$ cat src/logic/trcfg_pkg.sv
`default_nettype none
package trcfg_pkg;
    localparam logic [7:0] ADDR_GEN_CFG  = 8'h00;
    localparam logic [7:0] ADDR_RSSI     = 8'h14;
    localparam logic [7:0] ADDR_OOK      = 8'h15;
    localparam logic [7:0] ADDR_SYNC0    = 8'h16;
    localparam logic [7:0] ADDR_SYNC1    = 8'h17;
    localparam logic [7:0] ADDR_SYNC2    = 8'h18;
    localparam logic [7:0] ADDR_SYNC3    = 8'h19;
    localparam logic [7:0] ADDR_TX_CFG   = 8'h1A;
    localparam logic [7:0] ADDR_PAYLOAD  = 8'h1C;
    localparam logic [7:0] ADDR_NODE     = 8'h1D;
    localparam logic [7:0] ADDR_PKT_CFG  = 8'h1E;
    localparam logic [7:0] ADDR_FIFO_CRC = 8'h1F;
    localparam logic [7:0] RST_GEN_CFG   = 8'h28;
    localparam logic [7:0] RST_ZERO      = 8'h00;
    localparam int         MODE_LSB      = 5;
    localparam int         BAND_LSB      = 3;
    localparam int         VCO_LSB       = 1;
    localparam int         PLL_SEL_BIT   = 0;
    localparam int         CRC_OK_BIT    = 0;
    localparam logic [7:0] PKT_WR_MASK   = 8'hFE;
    typedef enum logic [4:0] {
        MODE_SLEEP   = 5'h01,
        MODE_STANDBY = 5'h02,
        MODE_SYNTH   = 5'h04,
        MODE_RX      = 5'h08,
        MODE_TX      = 5'h10
    } trcfg_mode_t;
    localparam logic [2:0] CODE_SLEEP   = 3'h0;
    localparam logic [2:0] CODE_STANDBY = 3'h1;
    localparam logic [2:0] CODE_SYNTH   = 3'h2;
    localparam logic [2:0] CODE_RX      = 3'h3;
    localparam logic [2:0] CODE_TX      = 3'h4;
endpackage
`default_nettype wire

$ cat src/logic/trcfg_mode_dec.sv
`default_nettype none
module trcfg_mode_dec (
    input  wire logic                   i_clk,
    input  wire logic                   i_reset_n,
    input  wire logic [2:0]             i_code,
    output trcfg_pkg::trcfg_mode_t      o_mode,
    output logic                        o_reserved
);
    // Reserved codes keep the last legal mode so the radio never sees an undefined state
    always_ff @(posedge i_clk or negedge i_reset_n) begin
        if (!i_reset_n) begin
            o_mode     <= trcfg_pkg::MODE_STANDBY;
            o_reserved <= 1'b0;
        end else begin
            o_reserved <= 1'b0;
            case (i_code)
                trcfg_pkg::CODE_SLEEP:   o_mode <= trcfg_pkg::MODE_SLEEP;
                trcfg_pkg::CODE_STANDBY: o_mode <= trcfg_pkg::MODE_STANDBY;
                trcfg_pkg::CODE_SYNTH:   o_mode <= trcfg_pkg::MODE_SYNTH;
                trcfg_pkg::CODE_RX:      o_mode <= trcfg_pkg::MODE_RX;
                trcfg_pkg::CODE_TX:      o_mode <= trcfg_pkg::MODE_TX;
                default:                 o_reserved <= 1'b1;
            endcase
        end
    end
endmodule // trcfg_mode_dec

$ cat src/logic/trcfg_reg8.sv
`default_nettype none
module trcfg_reg8 #(
    parameter logic [7:0] RESET_VAL = 8'h00,
    parameter logic [7:0] WR_MASK   = 8'hFF
) (
    input  wire logic       i_clk,
    input  wire logic       i_reset_n,
    input  wire logic       i_we,
    input  wire logic [7:0] i_wdata,
    output logic      [7:0] o_q
);
    always_ff @(posedge i_clk or negedge i_reset_n) begin
        if (!i_reset_n) begin
            o_q <= RESET_VAL;
        end else if (i_we) begin
            o_q <= (i_wdata & WR_MASK) | (o_q & ~WR_MASK);
        end
    end
endmodule // trcfg_reg8

$ cat src/logic/trcfg_top.sv
`default_nettype none
module trcfg_top (
    input  wire logic        I_CORE_CLK,
    input  wire logic        I_RESET_N,
    input  wire logic        I_PSEL,
    input  wire logic        I_PENABLE,
    input  wire logic        I_PWRITE,
    input  wire logic [31:0] I_PADDR,
    input  wire logic [31:0] I_PWDATA,
    input  wire logic [3:0]  I_PSTRB,
    output logic      [31:0] O_PRDATA,
    output logic             O_PREADY,
    output logic             O_PSLVERR,
    input  wire logic [7:0]  I_RSSI,
    input  wire logic        I_CRC_OK,
    output logic      [4:0]  O_CHIP_MODE,
    output logic             O_MODE_RESERVED,
    output logic      [1:0]  O_BAND_SELECT,
    output logic      [1:0]  O_VCO_TUNE_TRIM,
    output logic             O_PLL_DIVIDER_SET_SELECT,
    output logic      [31:0] O_SYNC_WORD,
    output logic      [7:0]  O_OOK_CFG,
    output logic      [7:0]  O_TX_CFG,
    output logic      [7:0]  O_PAYLOAD_CFG,
    output logic      [7:0]  O_NODE_ADDR,
    output logic      [7:0]  O_PKT_CFG,
    output logic      [7:0]  O_FIFO_CRC_CFG
);
    logic        setup;
    logic        access;
    logic        wr;
    logic        hit;
    logic [7:0]  idx;
    logic [7:0]  gen_q;
    logic [7:0]  ook_q;
    logic [7:0]  sync_q [4];
    logic [7:0]  tx_q;
    logic [7:0]  pay_q;
    logic [7:0]  node_q;
    logic [7:0]  pkt_q;
    logic [7:0]  fcrc_q;
    logic [7:0]  rssi_r;
    logic        crc_ok_r;
    logic [7:0]  rd_nxt;
    logic [6:0]  we;
    logic [3:0]  we_sync;
    logic        answer;
    logic        rd_take;
    logic [7:0]  pkt_view;
    logic [31:0] sync_word;
    trcfg_pkg::trcfg_mode_t mode;
    logic        mode_rsv;

    // Printed offsets are not word aligned, so each is an index times four
    assign idx    = I_PADDR[9:2];
    assign setup  = I_PSEL && !I_PENABLE;
    assign access = I_PSEL && I_PENABLE;
    // One wait state: answer comes in the cycle after the access phase opens
    assign wr     = access && O_PREADY && I_PWRITE && I_PSTRB[0];

    // Single access cycle that arms ready and the error flag
    assign answer    = access && !O_PREADY;
    assign rd_take   = answer && !I_PWRITE && hit;
    // Bit 0 of the packet byte is the live CRC status, never the stored bit
    assign pkt_view  = {pkt_q[7:1], crc_ok_r};
    // Lowest address is the first byte on air, so it lands in the top byte
    assign sync_word = {sync_q[0], sync_q[1], sync_q[2], sync_q[3]};

    always_comb begin
        hit    = 1'b1;
        rd_nxt = 8'h00;
        case (idx)
            trcfg_pkg::ADDR_GEN_CFG:  rd_nxt = gen_q;
            trcfg_pkg::ADDR_RSSI:     rd_nxt = rssi_r;
            trcfg_pkg::ADDR_OOK:      rd_nxt = ook_q;
            trcfg_pkg::ADDR_SYNC0:    rd_nxt = sync_q[0];
            trcfg_pkg::ADDR_SYNC1:    rd_nxt = sync_q[1];
            trcfg_pkg::ADDR_SYNC2:    rd_nxt = sync_q[2];
            trcfg_pkg::ADDR_SYNC3:    rd_nxt = sync_q[3];
            trcfg_pkg::ADDR_TX_CFG:   rd_nxt = tx_q;
            trcfg_pkg::ADDR_PAYLOAD:  rd_nxt = pay_q;
            trcfg_pkg::ADDR_NODE:     rd_nxt = node_q;
            trcfg_pkg::ADDR_PKT_CFG:  rd_nxt = pkt_view;
            trcfg_pkg::ADDR_FIFO_CRC: rd_nxt = fcrc_q;
            default:                  hit = 1'b0;
        endcase
        if (I_PADDR[31:10] != 22'h0) begin
            hit = 1'b0;
        end
    end

    always_comb begin
        we = 7'h00;
        we_sync = 4'h0;
        if (wr && hit) begin
            case (idx)
                trcfg_pkg::ADDR_GEN_CFG:  we[0] = 1'b1;
                trcfg_pkg::ADDR_OOK:      we[1] = 1'b1;
                trcfg_pkg::ADDR_TX_CFG:   we[2] = 1'b1;
                trcfg_pkg::ADDR_PAYLOAD:  we[3] = 1'b1;
                trcfg_pkg::ADDR_NODE:     we[4] = 1'b1;
                trcfg_pkg::ADDR_PKT_CFG:  we[5] = 1'b1;
                trcfg_pkg::ADDR_FIFO_CRC: we[6] = 1'b1;
                trcfg_pkg::ADDR_SYNC0:    we_sync[0] = 1'b1;
                trcfg_pkg::ADDR_SYNC1:    we_sync[1] = 1'b1;
                trcfg_pkg::ADDR_SYNC2:    we_sync[2] = 1'b1;
                trcfg_pkg::ADDR_SYNC3:    we_sync[3] = 1'b1;
                default:                  we = 7'h00;
            endcase
        end
    end

    trcfg_reg8 #(
        .RESET_VAL(trcfg_pkg::RST_GEN_CFG),
        .WR_MASK  (8'hFF)
    ) u_gen (
        .i_clk    (I_CORE_CLK),
        .i_reset_n(I_RESET_N),
        .i_we     (we[0]),
        .i_wdata  (I_PWDATA[7:0]),
        .o_q      (gen_q)
    );

    trcfg_reg8 #(
        .RESET_VAL(trcfg_pkg::RST_ZERO),
        .WR_MASK  (8'hFF)
    ) u_ook (
        .i_clk    (I_CORE_CLK),
        .i_reset_n(I_RESET_N),
        .i_we     (we[1]),
        .i_wdata  (I_PWDATA[7:0]),
        .o_q      (ook_q)
    );

    trcfg_reg8 #(
        .RESET_VAL(trcfg_pkg::RST_ZERO),
        .WR_MASK  (8'hFF)
    ) u_tx (
        .i_clk    (I_CORE_CLK),
        .i_reset_n(I_RESET_N),
        .i_we     (we[2]),
        .i_wdata  (I_PWDATA[7:0]),
        .o_q      (tx_q)
    );

    trcfg_reg8 #(
        .RESET_VAL(trcfg_pkg::RST_ZERO),
        .WR_MASK  (8'hFF)
    ) u_pay (
        .i_clk    (I_CORE_CLK),
        .i_reset_n(I_RESET_N),
        .i_we     (we[3]),
        .i_wdata  (I_PWDATA[7:0]),
        .o_q      (pay_q)
    );

    trcfg_reg8 #(
        .RESET_VAL(trcfg_pkg::RST_ZERO),
        .WR_MASK  (8'hFF)
    ) u_node (
        .i_clk    (I_CORE_CLK),
        .i_reset_n(I_RESET_N),
        .i_we     (we[4]),
        .i_wdata  (I_PWDATA[7:0]),
        .o_q      (node_q)
    );

    // Status bit 0 is owned by the receiver, so software writes skip it
    trcfg_reg8 #(
        .RESET_VAL(trcfg_pkg::RST_ZERO),
        .WR_MASK  (trcfg_pkg::PKT_WR_MASK)
    ) u_pkt (
        .i_clk    (I_CORE_CLK),
        .i_reset_n(I_RESET_N),
        .i_we     (we[5]),
        .i_wdata  (I_PWDATA[7:0]),
        .o_q      (pkt_q)
    );

    trcfg_reg8 #(
        .RESET_VAL(trcfg_pkg::RST_ZERO),
        .WR_MASK  (8'hFF)
    ) u_fcrc (
        .i_clk    (I_CORE_CLK),
        .i_reset_n(I_RESET_N),
        .i_we     (we[6]),
        .i_wdata  (I_PWDATA[7:0]),
        .o_q      (fcrc_q)
    );

    genvar g;
    generate
        for (g = 0; g < 4; g++) begin : g_sync
            trcfg_reg8 #(
                .RESET_VAL(trcfg_pkg::RST_ZERO),
                .WR_MASK  (8'hFF)
            ) u_sync (
                .i_clk    (I_CORE_CLK),
                .i_reset_n(I_RESET_N),
                .i_we     (we_sync[g]),
                .i_wdata  (I_PWDATA[7:0]),
                .o_q      (sync_q[g])
            );
        end
    endgenerate

    trcfg_mode_dec u_mode (
        .i_clk(I_CORE_CLK),
        .i_reset_n(I_RESET_N),
        .i_code(gen_q[trcfg_pkg::MODE_LSB +: 3]),
        .o_mode(mode),
        .o_reserved(mode_rsv)
    );

    // Receiver status registered on every clock so a read sees a stable byte
    always_ff @(posedge I_CORE_CLK or negedge I_RESET_N) begin
        if (!I_RESET_N) begin
            rssi_r <= 8'h00;
        end else begin
            rssi_r <= I_RSSI;
        end
    end

    always_ff @(posedge I_CORE_CLK or negedge I_RESET_N) begin
        if (!I_RESET_N) begin
            crc_ok_r <= 1'b0;
        end else begin
            crc_ok_r <= I_CRC_OK;
        end
    end

    // Ready is a one-cycle pulse; a held access is answered again every second cycle
    always_ff @(posedge I_CORE_CLK or negedge I_RESET_N) begin
        if (!I_RESET_N) begin
            O_PREADY <= 1'b0;
        end else begin
            O_PREADY <= answer;
        end
    end

    always_ff @(posedge I_CORE_CLK or negedge I_RESET_N) begin
        if (!I_RESET_N) begin
            O_PSLVERR <= 1'b0;
        end else begin
            O_PSLVERR <= answer && !hit;
        end
    end

    // Read data stands until the next setup, which clears it so no stale byte lingers
    always_ff @(posedge I_CORE_CLK or negedge I_RESET_N) begin
        if (!I_RESET_N) begin
            O_PRDATA <= 32'h0000_0000;
        end else if (rd_take) begin
            O_PRDATA <= {24'h00_0000, rd_nxt};
        end else if (setup) begin
            O_PRDATA <= 32'h0000_0000;
        end
    end

    always_ff @(posedge I_CORE_CLK or negedge I_RESET_N) begin
        if (!I_RESET_N) begin
            O_CHIP_MODE     <= trcfg_pkg::MODE_STANDBY;
            O_MODE_RESERVED <= 1'b0;
        end else begin
            O_CHIP_MODE     <= mode;
            O_MODE_RESERVED <= mode_rsv;
        end
    end

    always_ff @(posedge I_CORE_CLK or negedge I_RESET_N) begin
        if (!I_RESET_N) begin
            O_BAND_SELECT            <= 2'h0;
            O_VCO_TUNE_TRIM          <= 2'h0;
            O_PLL_DIVIDER_SET_SELECT <= 1'b0;
        end else begin
            O_BAND_SELECT            <= gen_q[trcfg_pkg::BAND_LSB +: 2];
            O_VCO_TUNE_TRIM          <= gen_q[trcfg_pkg::VCO_LSB +: 2];
            O_PLL_DIVIDER_SET_SELECT <= gen_q[trcfg_pkg::PLL_SEL_BIT];
        end
    end

    always_ff @(posedge I_CORE_CLK or negedge I_RESET_N) begin
        if (!I_RESET_N) begin
            O_SYNC_WORD <= 32'h0000_0000;
        end else begin
            O_SYNC_WORD <= sync_word;
        end
    end

    always_ff @(posedge I_CORE_CLK or negedge I_RESET_N) begin
        if (!I_RESET_N) begin
            O_OOK_CFG <= 8'h00;
        end else begin
            O_OOK_CFG <= ook_q;
        end
    end

    always_ff @(posedge I_CORE_CLK or negedge I_RESET_N) begin
        if (!I_RESET_N) begin
            O_TX_CFG <= 8'h00;
        end else begin
            O_TX_CFG <= tx_q;
        end
    end

    always_ff @(posedge I_CORE_CLK or negedge I_RESET_N) begin
        if (!I_RESET_N) begin
            O_PAYLOAD_CFG <= 8'h00;
        end else begin
            O_PAYLOAD_CFG <= pay_q;
        end
    end

    always_ff @(posedge I_CORE_CLK or negedge I_RESET_N) begin
        if (!I_RESET_N) begin
            O_NODE_ADDR <= 8'h00;
        end else begin
            O_NODE_ADDR <= node_q;
        end
    end

    always_ff @(posedge I_CORE_CLK or negedge I_RESET_N) begin
        if (!I_RESET_N) begin
            O_PKT_CFG <= 8'h00;
        end else begin
            O_PKT_CFG <= pkt_view;
        end
    end

    always_ff @(posedge I_CORE_CLK or negedge I_RESET_N) begin
        if (!I_RESET_N) begin
            O_FIFO_CRC_CFG <= 8'h00;
        end else begin
            O_FIFO_CRC_CFG <= fcrc_q;
        end
    end
endmodule // trcfg_top
`default_nettype wire

$ cat config.mk
export PLATFORM = sky130hd
export DESIGN_NAME = trcfg_top
export DESIGN_NICKNAME = d
export VERILOG_FILES = /design/src/logic/trcfg_pkg.sv /design/src/logic/trcfg_mode_dec.sv /design/src/logic/trcfg_reg8.sv /design/src/logic/trcfg_top.sv
export SDC_FILE = /design/constraint.sdc
export NUM_CORES = 1
export LEC_CHECK = 0
export ABC_CLOCK_PERIOD_IN_PS = 1700
export BUFFER_PORTS_ARGS = -buffer_cell sky130_fd_sc_hd__buf_2
export CAP_MARGIN = 40
export CORE_MARGIN = 2
export CORE_UTILIZATION = 52
export CTS_BUF_LIST = sky130_fd_sc_hd__clkbuf_16
export CTS_CLUSTER_DIAMETER = 60
export CTS_CLUSTER_SIZE = 20
export DETAILED_ROUTE_END_ITERATION = 7
export PLACE_DENSITY_LB_ADDON = 0.05
export SLEW_MARGIN = 20
export SYNTH_ARGS = -nofsm -noshare
export SYNTH_HDL_FRONTEND = slang
export SYNTH_SLANG_ARGS = --single-unit
$ cat constraint.sdc
create_clock -name I_CORE_CLK -period 1.7 [get_ports I_CORE_CLK]
set_input_delay 0.085 -clock I_CORE_CLK [delete_from_list [all_inputs] [get_ports I_CORE_CLK]]
set_output_delay 0.085 -clock I_CORE_CLK [all_outputs]
set_load 0.005 [all_outputs]
==> results.md, run 1 <==
- Slowest CP cell: dfrtp_1
- Setup WS pre-CTS: -0.359 ns
- Mapped Cells: approximately 530
- Routing usage on met2: 39.9%
- Port-buffer cells: around 150
- First-pass GRT wire length: between 20000 and 30000 microns
- Gr busiest metal: met2
- Max Clk Rate: 585 MHz
- Worst vdd ir: 1.03 mV
- Post-synthesis cell type count: 56
- CTS tree: done
- Post-synth top cells: 199 x dfrtp_1, 107 x mux2_2, 27 x buf_4
- Setup TNS: -0.0185 ns
- DIE HEIGHT: 127 microns
- Clk Latency, worst-skew pair: 0.47 ns
- Crit share post-route: 101%
- Post-synth EDFFs: 0
- Total power: 8.65 mW
- Clk sinks: roughly 200
- Initial detailed-routing violation count: around 330
- Mean Syn Cell Area: approximately 15 sq um
- RSZ-0062 raised after global routing: yes
- Critical-path maximum fanout: 8
- Final Util: 64.8%
- Outcome: finished, violations left
- Pwr Density: between 800 and 900 mW/mm^2
- Routed wire length: between 15000 and 20000 microns
- Max-cap viol count: 0
- Root Driver: clkbuf_16
- Synth async-reset ratio: 100%
- Post-Syn Area: ~0.0079 sq mm
- Fin nets: about 800
- Synth Register Bits: between 200 and 250
- Kind of critical path: flip-flop to flip-flop
- Worst setup EP type: flip-flop
- Largest net degree at the start of global routing: 57
- Initial Util: a little over half
- Top-count cell post-synth: dfrtp_1
- H-tree depth: 1
- Failing checks: setup timing
- Post-DP HPWL: roughly 14000 microns
- Clk_skew: ~0.012 ns
- Top cells by area, synth: dfrtp_1 63%, mux2_2 15%, buf_4 2.6%, mux2i_1 2.0%, nand3_4 2.0%
- Fin crit period: about 1.7 ns
- Via Count: about 5000
- Wire length per cell: 20.9 microns
- GRT Total Usage: ~24%
- CTS Buffer Depth: 3
- Startpoint Class: flip-flop
- CTS Buf Count: 14
- Final worst setup slack: -0.00931 ns
- Crit-path cells: nand3_2 > nor4_4 > buf_4 > buf_12 > nand3_4 > mux2_4
- Met3 Usage GRT: between 2 and 3%
- Top-area cell type share of the netlist area: around 63%
- Num rows: between 40 and 50
- Worst path required time: slightly above 2 ns
- Final Max Slew Viols: 0
- DRC: 0
- Initial antenna violation count: 0
- First-pass iteration count of the detailed router: 4
- Top-level I/O count: around 210
- Crit-path max cell delay: about 0.36 ns
- Die width: ~130 microns
- Antenna Cells: 0
- Number of global-route vias before repair: about 5100
- Core Area: about 0.015 sq mm
- M1 GR Usage: a little over a third
- Total Die Area: between 0.015 and 0.02 sq mm
- Routed Antenna Nets: 0
- Worst Hold Class: input pin to flip-flop
- CP Buf/Inv Count: 2
- Arrival time worst endpoint: about 2.1 ns
- GPL Wtd Cong: a little over 0.9
- Total congestion overflow: 0
- Ys flop type: dfrtp_1
- # setup viols final: 2
- Vias per cell: about 5.4
- Synthesis-to-layout area growth: 23.6%
- LEAKAGE: roughly 5.2 nW
- Clock transition at path regs: about 0.08 ns
- Cell taking the most area after synthesis: dfrtp_1
- Share of layout cells above drive strength 1: between 40% and 50%
- Yosys warnings: 0
- Seq/Total Area, Yosys: 64.5%
- Hold Fails Final Rpt: 0
- CP top delay family: simple AND/OR/NAND/NOR gates
## through the flow
step                      hold slack [ns]  std cells  instance area [sq um]
after floorplan                    -0.211        549                   7990
after global placement             0.0913        886                   9100
after detailed placement           0.0979        886                   9100
after CTS                         0.00506        921                   9670
after global routing               0.0255        924                   9750
final                              0.0275        924                   9750
## metal layers
layer | up-vias | part of all wire [%]
met5 | - | 0
met4 | 0 | 1.0
met3 | 18 | 5.6
met2 | 160 | 49
met1 | 2553 | 44
li1 | 2245 | -
## what timing repair did
action                     4_1_cts  5_1_grt
setup buffers                    0        2
hold buffers                    12        0
hold endpoints to repair       122        0
gates resized for setup          2        8
cloned                           0        1
setup endpoints to repair        1       50
pin swaps                        0        6
## cells in the final DEF, fill, tap and decap left out, types with 10 or more instances in the layout
| cell type | instances |
|---|---|
| mux2_2 | 104 |
| buf_2 | 152 |
| mux2i_1 | 16 |
| dfrtp_1 | 199 |
| buf_4 | 48 |
| dlygate4sd3_1 | 12 |
| clkbuf_16 | 16 |
| a22oi_1 | 15 |
| nand2_1 | 21 |
| nand3_4 | 10 |
| conb_1 | 24 |
| nor2_1 | 11 |
## where the power goes
| group | internal [mW] | leakage (nW) | switching (mW) |
|---|---|---|---|
| Combinational | 0.178 | 2.20 | 0.302 |
| Sequential | 4.84 | 2.78 | 0.00571 |
| Clock | 1.75 | 0.230 | 1.57 |
## kinds of logic (layout without fill, tap and decap cells)
group | Yosys count | after routing | share of synthesized area [%]
mux | 124 | 124 | 17.6
buf+inv | 57 | 244 | 4.36
compound gates | 56 | 56 | 5.28
flops | 203 | 203 | 64.5
other cells | 1 | 24 | 0.0476
simple gates | 85 | 85 | 8.22
## path summary, 6_finish.rpt
kind,start,cells past startpoint,slack (ns),endpoint
setup / recovery,O_PREADY,6,-0.009,g_sync[1].u_sync.o_q[4]
hold / removal,I_PSEL,3,0.03,O_PREADY
setup reg to reg,O_PREADY,6,-0.009,g_sync[1].u_sync.o_q[4]
hold reg to reg,u_mode.o_reserved,0,0.35,O_MODE_RESERVED
max in group asynchronous,I_RESET_N,3,0.84,O_CHIP_MODE[1]
min in group asynchronous,I_RESET_N,2,0.16,O_PAYLOAD_CFG[5]
## registers in the layout, indices dropped and copies added, names as in the netlist, 2 cells and up
signal	count
O_BAND_SELECT	2
O_CHIP_MODE	5
O_FIFO_CRC_CFG	8
O_NODE_ADDR	8
O_OOK_CFG	8
O_PAYLOAD_CFG	8
O_PKT_CFG	8
O_PRDATA	8
O_SYNC_WORD	32
O_TX_CFG	8
O_VCO_TUNE_TRIM	2
g_sync.u_sync.o_q	32
rssi_r	8
u_fcrc.o_q	8
u_gen.o_q	8
u_mode.o_mode	5
u_node.o_q	8
u_ook.o_q	8
u_pay.o_q	8
u_pkt.o_q	7
u_tx.o_q	8
## cell type report
type                       count  area [sq um]
clock buffer                  15           375
clock inverter                 8          62.6
fill                        1125          5290
timing repair buffer         219          1380
sequential                   203          5080
inverter                       2          7.51
multi-input combinational    289          2600
tap                          188           235
## tightest hold or removal path, cell delays in order
cell and delay, ns:
buf_2 0.11, nand2_1 0.15, nor2_1 0.10
No activity file was read; power rests on OpenSTA's default activity.
==> run 2, diff against run 1 <==
- CELL_PAD_IN_SITES_DETAIL_PLACEMENT: default -> 0
- CELL_PAD_IN_SITES_GLOBAL_PLACEMENT: default -> 1
- CORE_UTILIZATION: 52 -> 43
==> run 2 against run 1 <==
The run now ends clean. Power rose by 6.8%. Non-clock buffer count fell by 1. Utilization fell by 9.9 points. Worst hold slack got worse by 0.020 ns. Sequential power barely moved. Critical path depth rose by 2. Cell count rose by 4.8%. Largest cell class unchanged. Largest power group unchanged.
==> results.md, run 2 (same netlist as run 1, synthesis figures left out) <==
- RSZ-0062 raised after global routing: no
- P_int: just over 7 mW
- Critical-path maximum fanout: 8
- Worst slew margin: 62.3%
- DIE HEIGHT: ~140 microns
- Hold path start: I_PWDATA[6]
- CTS tree: done
- Clk pwr share: 42.5%
- FF-to-FF setup slack: between 0.1 and 0.15 ns
- Largest net degree at the start of global routing: 56
- LEAKAGE: about 5.2 nW
- First-pass GRT wire length: ~32000 microns
- DRC: 0
- Number of global-route vias before repair: between 5000 and 6000
- # setup viols final: 0
- Post-Place Cells: 927
- Hold Path Stages: 3
- Worst path required time: ~2.1 ns
- Wire length per cell: 20.9 microns
- Kind of critical path: input pin to flip-flop
- H-tree depth: 1
- Psw: 2.06 mW
- Worst vdd ir: roughly 0.54 mV
- CTS Buffer Depth: 3
- Non-filler cells, final: about 970
- Total congestion overflow: 0
- Max-cap viol count: 0
- Antenna Cells: 0
- Die width: approximately 140 microns
- Initial detailed-routing violation count: roughly 220
- Fin crit period: 1.60 ns
- Post-DP HPWL: 14600 microns
- Comb power frac: 5.1%
- Hold Fails Final Rpt: 0
- Reg power frac: 52.4%
- Setup repair bufs after CTS: 0
- CTS Buf Count: 16
- Crit share post-route: between 90% and 100%
- Via Count: 4963
- GRT Total Usage: between 20% and 30%
- Worst R2R End: u_ook.o_q[5]
- Worst Hold Class: input pin to flip-flop
- R2r startpoint: O_PREADY
- Share of layout cells above drive strength 1: approximately half
- Root Driver: clkbuf_16
- Most common cell after layout, fill and taps aside: dfrtp_1
- Max Clk Rate: 626 MHz
- Reg2Reg Depth: 6
- Final Util: around 55%
- Vias per cell: 5.13
- Clk_skew: approximately 0.011 ns
- GPL Wtd Cong: 0.867
- Core Area: approximately 0.018 sq mm
- Initial Util: 43.9%
- Total power: between 9 and 10 mW
- Hold endpoint: u_gen.o_q[6]
- Fin nets: roughly 810
- Clk sinks: 203
- Startpoint Class: input pin
- Initial antenna violation count: 0
- Clock transition at path regs: about 0.08 ns
- Synthesis-to-layout area growth: 25.1%
- Final Max Slew Viols: 0
- First-pass iteration count of the detailed router: 5
- Largest registers: O_SYNC_WORD (32), g_sync.u_sync.o_q (32)
- Outcome: finished clean
- Worst hold slack: a little under 0.008 ns
- Num rows: approximately 50
- Clk Latency, worst-skew pair: 0.48 ns
- Most frequent cells in the layout: 199 x dfrtp_1, 152 x buf_2, 107 x mux2_2, 46 x buf_4, 24 x conb_1
- Slew @ Worst Pin: ~0.57 ns
- Top-level I/O count: 207
- Pwr Density: 937 mW/mm^2
- Port-buffer cells: approximately 150
- Worst setup EP type: flip-flop
- Total Die Area: 0.0194 sq mm
- Arrival time worst endpoint: 1.96 ns
- Switching part of the total: between 20 and 25%
- Routed wire length: 20200 microns
- Routed Antenna Nets: 0
==> run 2: cell count changes in the layout (fill, tap and decap cells not counted), sizes merged <==
cell	before	now
buf	205	203
bufinv	1	2
clkbuf	17	18
dlygate4sd3	12	14
inv	6	7
==> run 2: stage by stage <==
stage / setup WS, ns / instance area [sq um] / setup TNS, ns
3_3_place_gp: -0.255 / 9150 / -18.90
3_5_place_dp: -0.313 / 9150 / -23.45
6_report: 0.103 / 9860 / 0
4_1_cts: 0.0116 / 9840 / 0
2_1_floorplan: 0.00102 / 7990 / 0
5_1_grt: 0.00999 / 9860 / 0
==> run 2: power by group through the flow <==
stage	registers (mW)	clock network, mW	logic (mW)
finish	4.84	3.92	0.472
floorplan	4.94	0	0.202
detailed placement	4.94	0	0.451
global placement	4.94	0	0.445
CTS	4.84	4.06	0.478
global route	4.85	4.23	0.519
==> run 2: what timing repair did <==
action | 4_1_cts | 5_1_grt
hold buffers | 14 | 0
gates resized for setup | 1 | 4
pin swaps | 0 | 0
endpoints found under the hold margin | 211 | 0
endpoints found under the setup margin | 1 | 2
==> run 2: layer usage <==
metal	up-vias	GRT usage [%]	share of wire, %
met2	165	33.5	47
met3	29	3.13	5.9
met5	-	0	0
li1	2255	-	-
met1	2514	30.7	45
met4	0	5.05	1.9
==> run 2: area by class of cell <==
| cell class | instances | area (sq um) |
|---|---|---|
| Clock buffer | 17 | 425 |
| Clock inverter | 10 | 123 |
| Fill cell | 1534 | 8100 |
| Inverter | 2 | 7.51 |
| Multi-Input combinational cell | 289 | 2580 |
| Sequential cell | 203 | 5080 |
| Tap cell | 229 | 287 |
| Timing Repair Buffer | 218 | 1360 |
==> run 2: worst max-delay path, stage by stage <==
cell and delay [ns]:
dlygate4sd3_1 0.52, buf_2 0.11, nand2_1 0.11, nor4_4 0.28, buf_4 0.21, buf_4 0.13, nand3_4 0.18, mux2_2 0.34
==> run 2: how the worst max path moves through the flow <==
stage	startpoint	end	cells after the start
floorplan	I_PADDR[9]	u_gen.o_q[1]	7
global placement	I_PADDR[26]	u_ook.o_q[0]	8
detailed placement	I_PADDR[11]	u_ook.o_q[5]	8
CTS	u_node.o_q[7]	O_PRDATA[7]	5
global route	g_sync[0].u_sync.o_q[7]	O_PRDATA[7]	5
finish	I_PSEL	u_ook.o_q[5]	8
==> run 3, diff against run 2 <==
--- a/constraint.sdc
+++ b/constraint.sdc
@@ -3,2 +3,2 @@
 set_output_delay 0.085 -clock I_CORE_CLK [all_outputs]
-set_load 0.005 [all_outputs]
+set_load 0.1 [all_outputs]
==> run 3 against run 2 <==
Clock power fell by 7.7%. Power fell by 0.43%. Flip-flop and latch count did not move. Fmax fell by 4.3%. Global-route usage barely moved. Cell count rose by 0.83%. Routed wire length rose by 0.29%. Setup slack got worse by 0.071 ns. Count of clock-buffer cells in the layout fell by 1. Clock skew rose by 0.025 ns. Combinational power rose by 54%. Critical path type unchanged. Largest cell class unchanged.
==> results.md, run 3 (same netlist as run 1, synthesis figures left out) <==
- First-pass iteration count of the detailed router: 5
- FF-to-FF setup slack: between 0.03 and 0.04 ns
- Num rows: 49
- Crit-path max cell delay: about 0.53 ns
- Post-DP HPWL: 14700 microns
- Wire length per cell: 20.8 microns
- Total congestion overflow: 0
- Final Max Slew Viols: 0
- Initial antenna violation count: 0
- Worst vdd ir: 0.709 mV
- DIE HEIGHT: 139 microns
- Crit-path cells: dlygate4sd3_1 > buf_2 > nand2_1 > nor4_4 > buf_6 > buf_12 > nand3_4 > mux2_4
- Port-buffer cells: 153
- Slowest CP cell: dlygate4sd3_1
- Clk_skew: roughly 0.036 ns
- Initial Util: between 40% and 50%
- # setup viols final: 0
- Setup repair bufs after CTS: 0
- Worst R2R End: u_tx.o_q[1]
- Hold path start: I_PWDATA[1]
- Startpoint Class: input pin
- Crit path launch: I_PSEL
- Hold Path Stages: 2
- Core Area: roughly 0.018 sq mm
- Share of layout cells above drive strength 1: 49.5%
- Fin nets: about 800
- First-pass GRT wire length: ~31000 microns
- CTS tree: done
- Post-Place Cells: between 900 and 1000
- Hold endpoint: u_ook.o_q[1]
- Initial detailed-routing violation count: roughly 220
- Top-level I/O count: ~210
- Pwr Density: 927 mW/mm^2
- H-tree depth: 1
- Crit share post-route: between 90 and 100%
- Number of global-route vias before repair: a little over 5000
- Max-cap viol count: 0
- Worst path required time: ~2.1 ns
- R2r startpoint: O_PREADY
- Max Clk Rate: 599 MHz
- Routed wire length: ~20000 microns
- Largest net degree at the start of global routing: 61
- Total Die Area: 0.0194 sq mm
- Reg2Reg Depth: 6
- Die width: 139 microns
- CP Buf/Inv Count: 4
- Clock transition at path regs: 0.08 ns
- CP top delay family: buffers and inverters
- DRC: 0
- Root Driver: clkbuf_16
- Worst hold slack: approximately 0.023 ns
- Non-filler cells, final: 976
- GPL Wtd Cong: approximately 0.87
- Slew @ Worst Pin: a little over 0.5 ns
- Arrival time worst endpoint: just over 2 ns
- Worst Hold Class: input pin to flip-flop
- Clk Latency, worst-skew pair: ~0.50 ns
- LEAKAGE: between 5 and 6 nW
- Synthesis-to-layout area growth: 25.8%
- Clk sinks: between 200 and 250
- Kind of critical path: input pin to flip-flop
- Worst setup EP type: flip-flop
- CTS Buffer Depth: 3
- GRT Total Usage: a little over a fifth
- Routed Antenna Nets: 0
- Most common cell after layout, fill and taps aside: dfrtp_1
- Most frequent cells in the layout: 198 x dfrtp_1, 152 x buf_2, 106 x mux2_2, 50 x buf_4, 24 x conb_1
- Outcome: finished clean
- RSZ-0062 raised after global routing: yes
- Via Count: around 5000
- Largest registers: O_SYNC_WORD (32), g_sync.u_sync.o_q (32)
- Hold Fails Final Rpt: 0
- CTS Buf Count: 16
- Fillers: 1505
- Antenna Cells: 0
- Fin crit period: between 1.5 and 2 ns
- Vias per cell: roughly 5.1
- Critical-path maximum fanout: 8
- Worst slew margin: 65.5%
[run 3: changes by cell type in the layout (fill, tap and decap cells not counted), sizes merged]
cell         previous run  this run
buf                   203       208
bufinv                  2         0
inv                     7         9
clkinv                  3         4
clkinvlp                0         1
dlygate4sd3            14        15
[run 3: routing by layer]
metal	track usage [%]	wire length (microns)
met5	0	0
met4	7.81	575
met3	3.30	1200
met2	31.4	9230
met1	31.3	9280
[run 3: how the worst max path moves through the flow]
stage                               to  slack (ns)  cells after the start
after floorplan           u_pay.o_q[0]       -0.04                      5
after global placement    u_pay.o_q[1]       -0.25                      8
after detailed placement  u_pay.o_q[2]       -0.29                      8
after CTS                 u_pay.o_q[4]      0.0008                      6
after global routing       u_tx.o_q[1]       -0.03                      6
final                      u_tx.o_q[1]        0.03                      8
[run 3: stage by stage]
| step | power [mW] | TNS [ns] | cell area, sq um | worst slack (ns) | utilization (%) |
|---|---|---|---|---|---|
| finish | 9.20 | 0 | 9920 | 0.0314 | 55.2 |
| global route | 9.54 | -0.0360 | 9920 | -0.0316 | 55.2 |
| CTS | 9.31 | 0 | 9860 | 0.000818 | 54.9 |
| detailed placement | 5.65 | -20.46 | 9200 | -0.292 | 51.2 |
| global placement | 5.64 | -17.52 | 9200 | -0.248 | 51.2 |
| floorplan | 5.39 | -2.29 | 7980 | -0.0396 | - |
[run 3: final cells by class]
class | count | area, sq um | area share (%)
multi-input cells | 289 | 2600 | 26.2
repair buffers | 225 | 1440 | 14.5
flip-flops and latches | 203 | 5090 | 51.3
clock inverters | 12 | 106 | 1.07
well taps | 229 | 287 | 2.89
clock buffers | 16 | 400 | 4.04
inverters | 2 | 7.51 | 0.0757
[run 3: power breakdown]
group	total [mW]	switching, mW	internal (mW)
combinational	0.729	0.546	0.183
sequential	4.85	0.00755	4.84
clock	3.62	1.82	1.80
[run 3: what timing repair did]
action,in CTS,in global routing
pin swaps,1,1
endpoints found under the hold margin,136,0
gates cloned,0,1
setup endpoints to repair,2,53
resized for setup,0,9
hold buffers,15,0
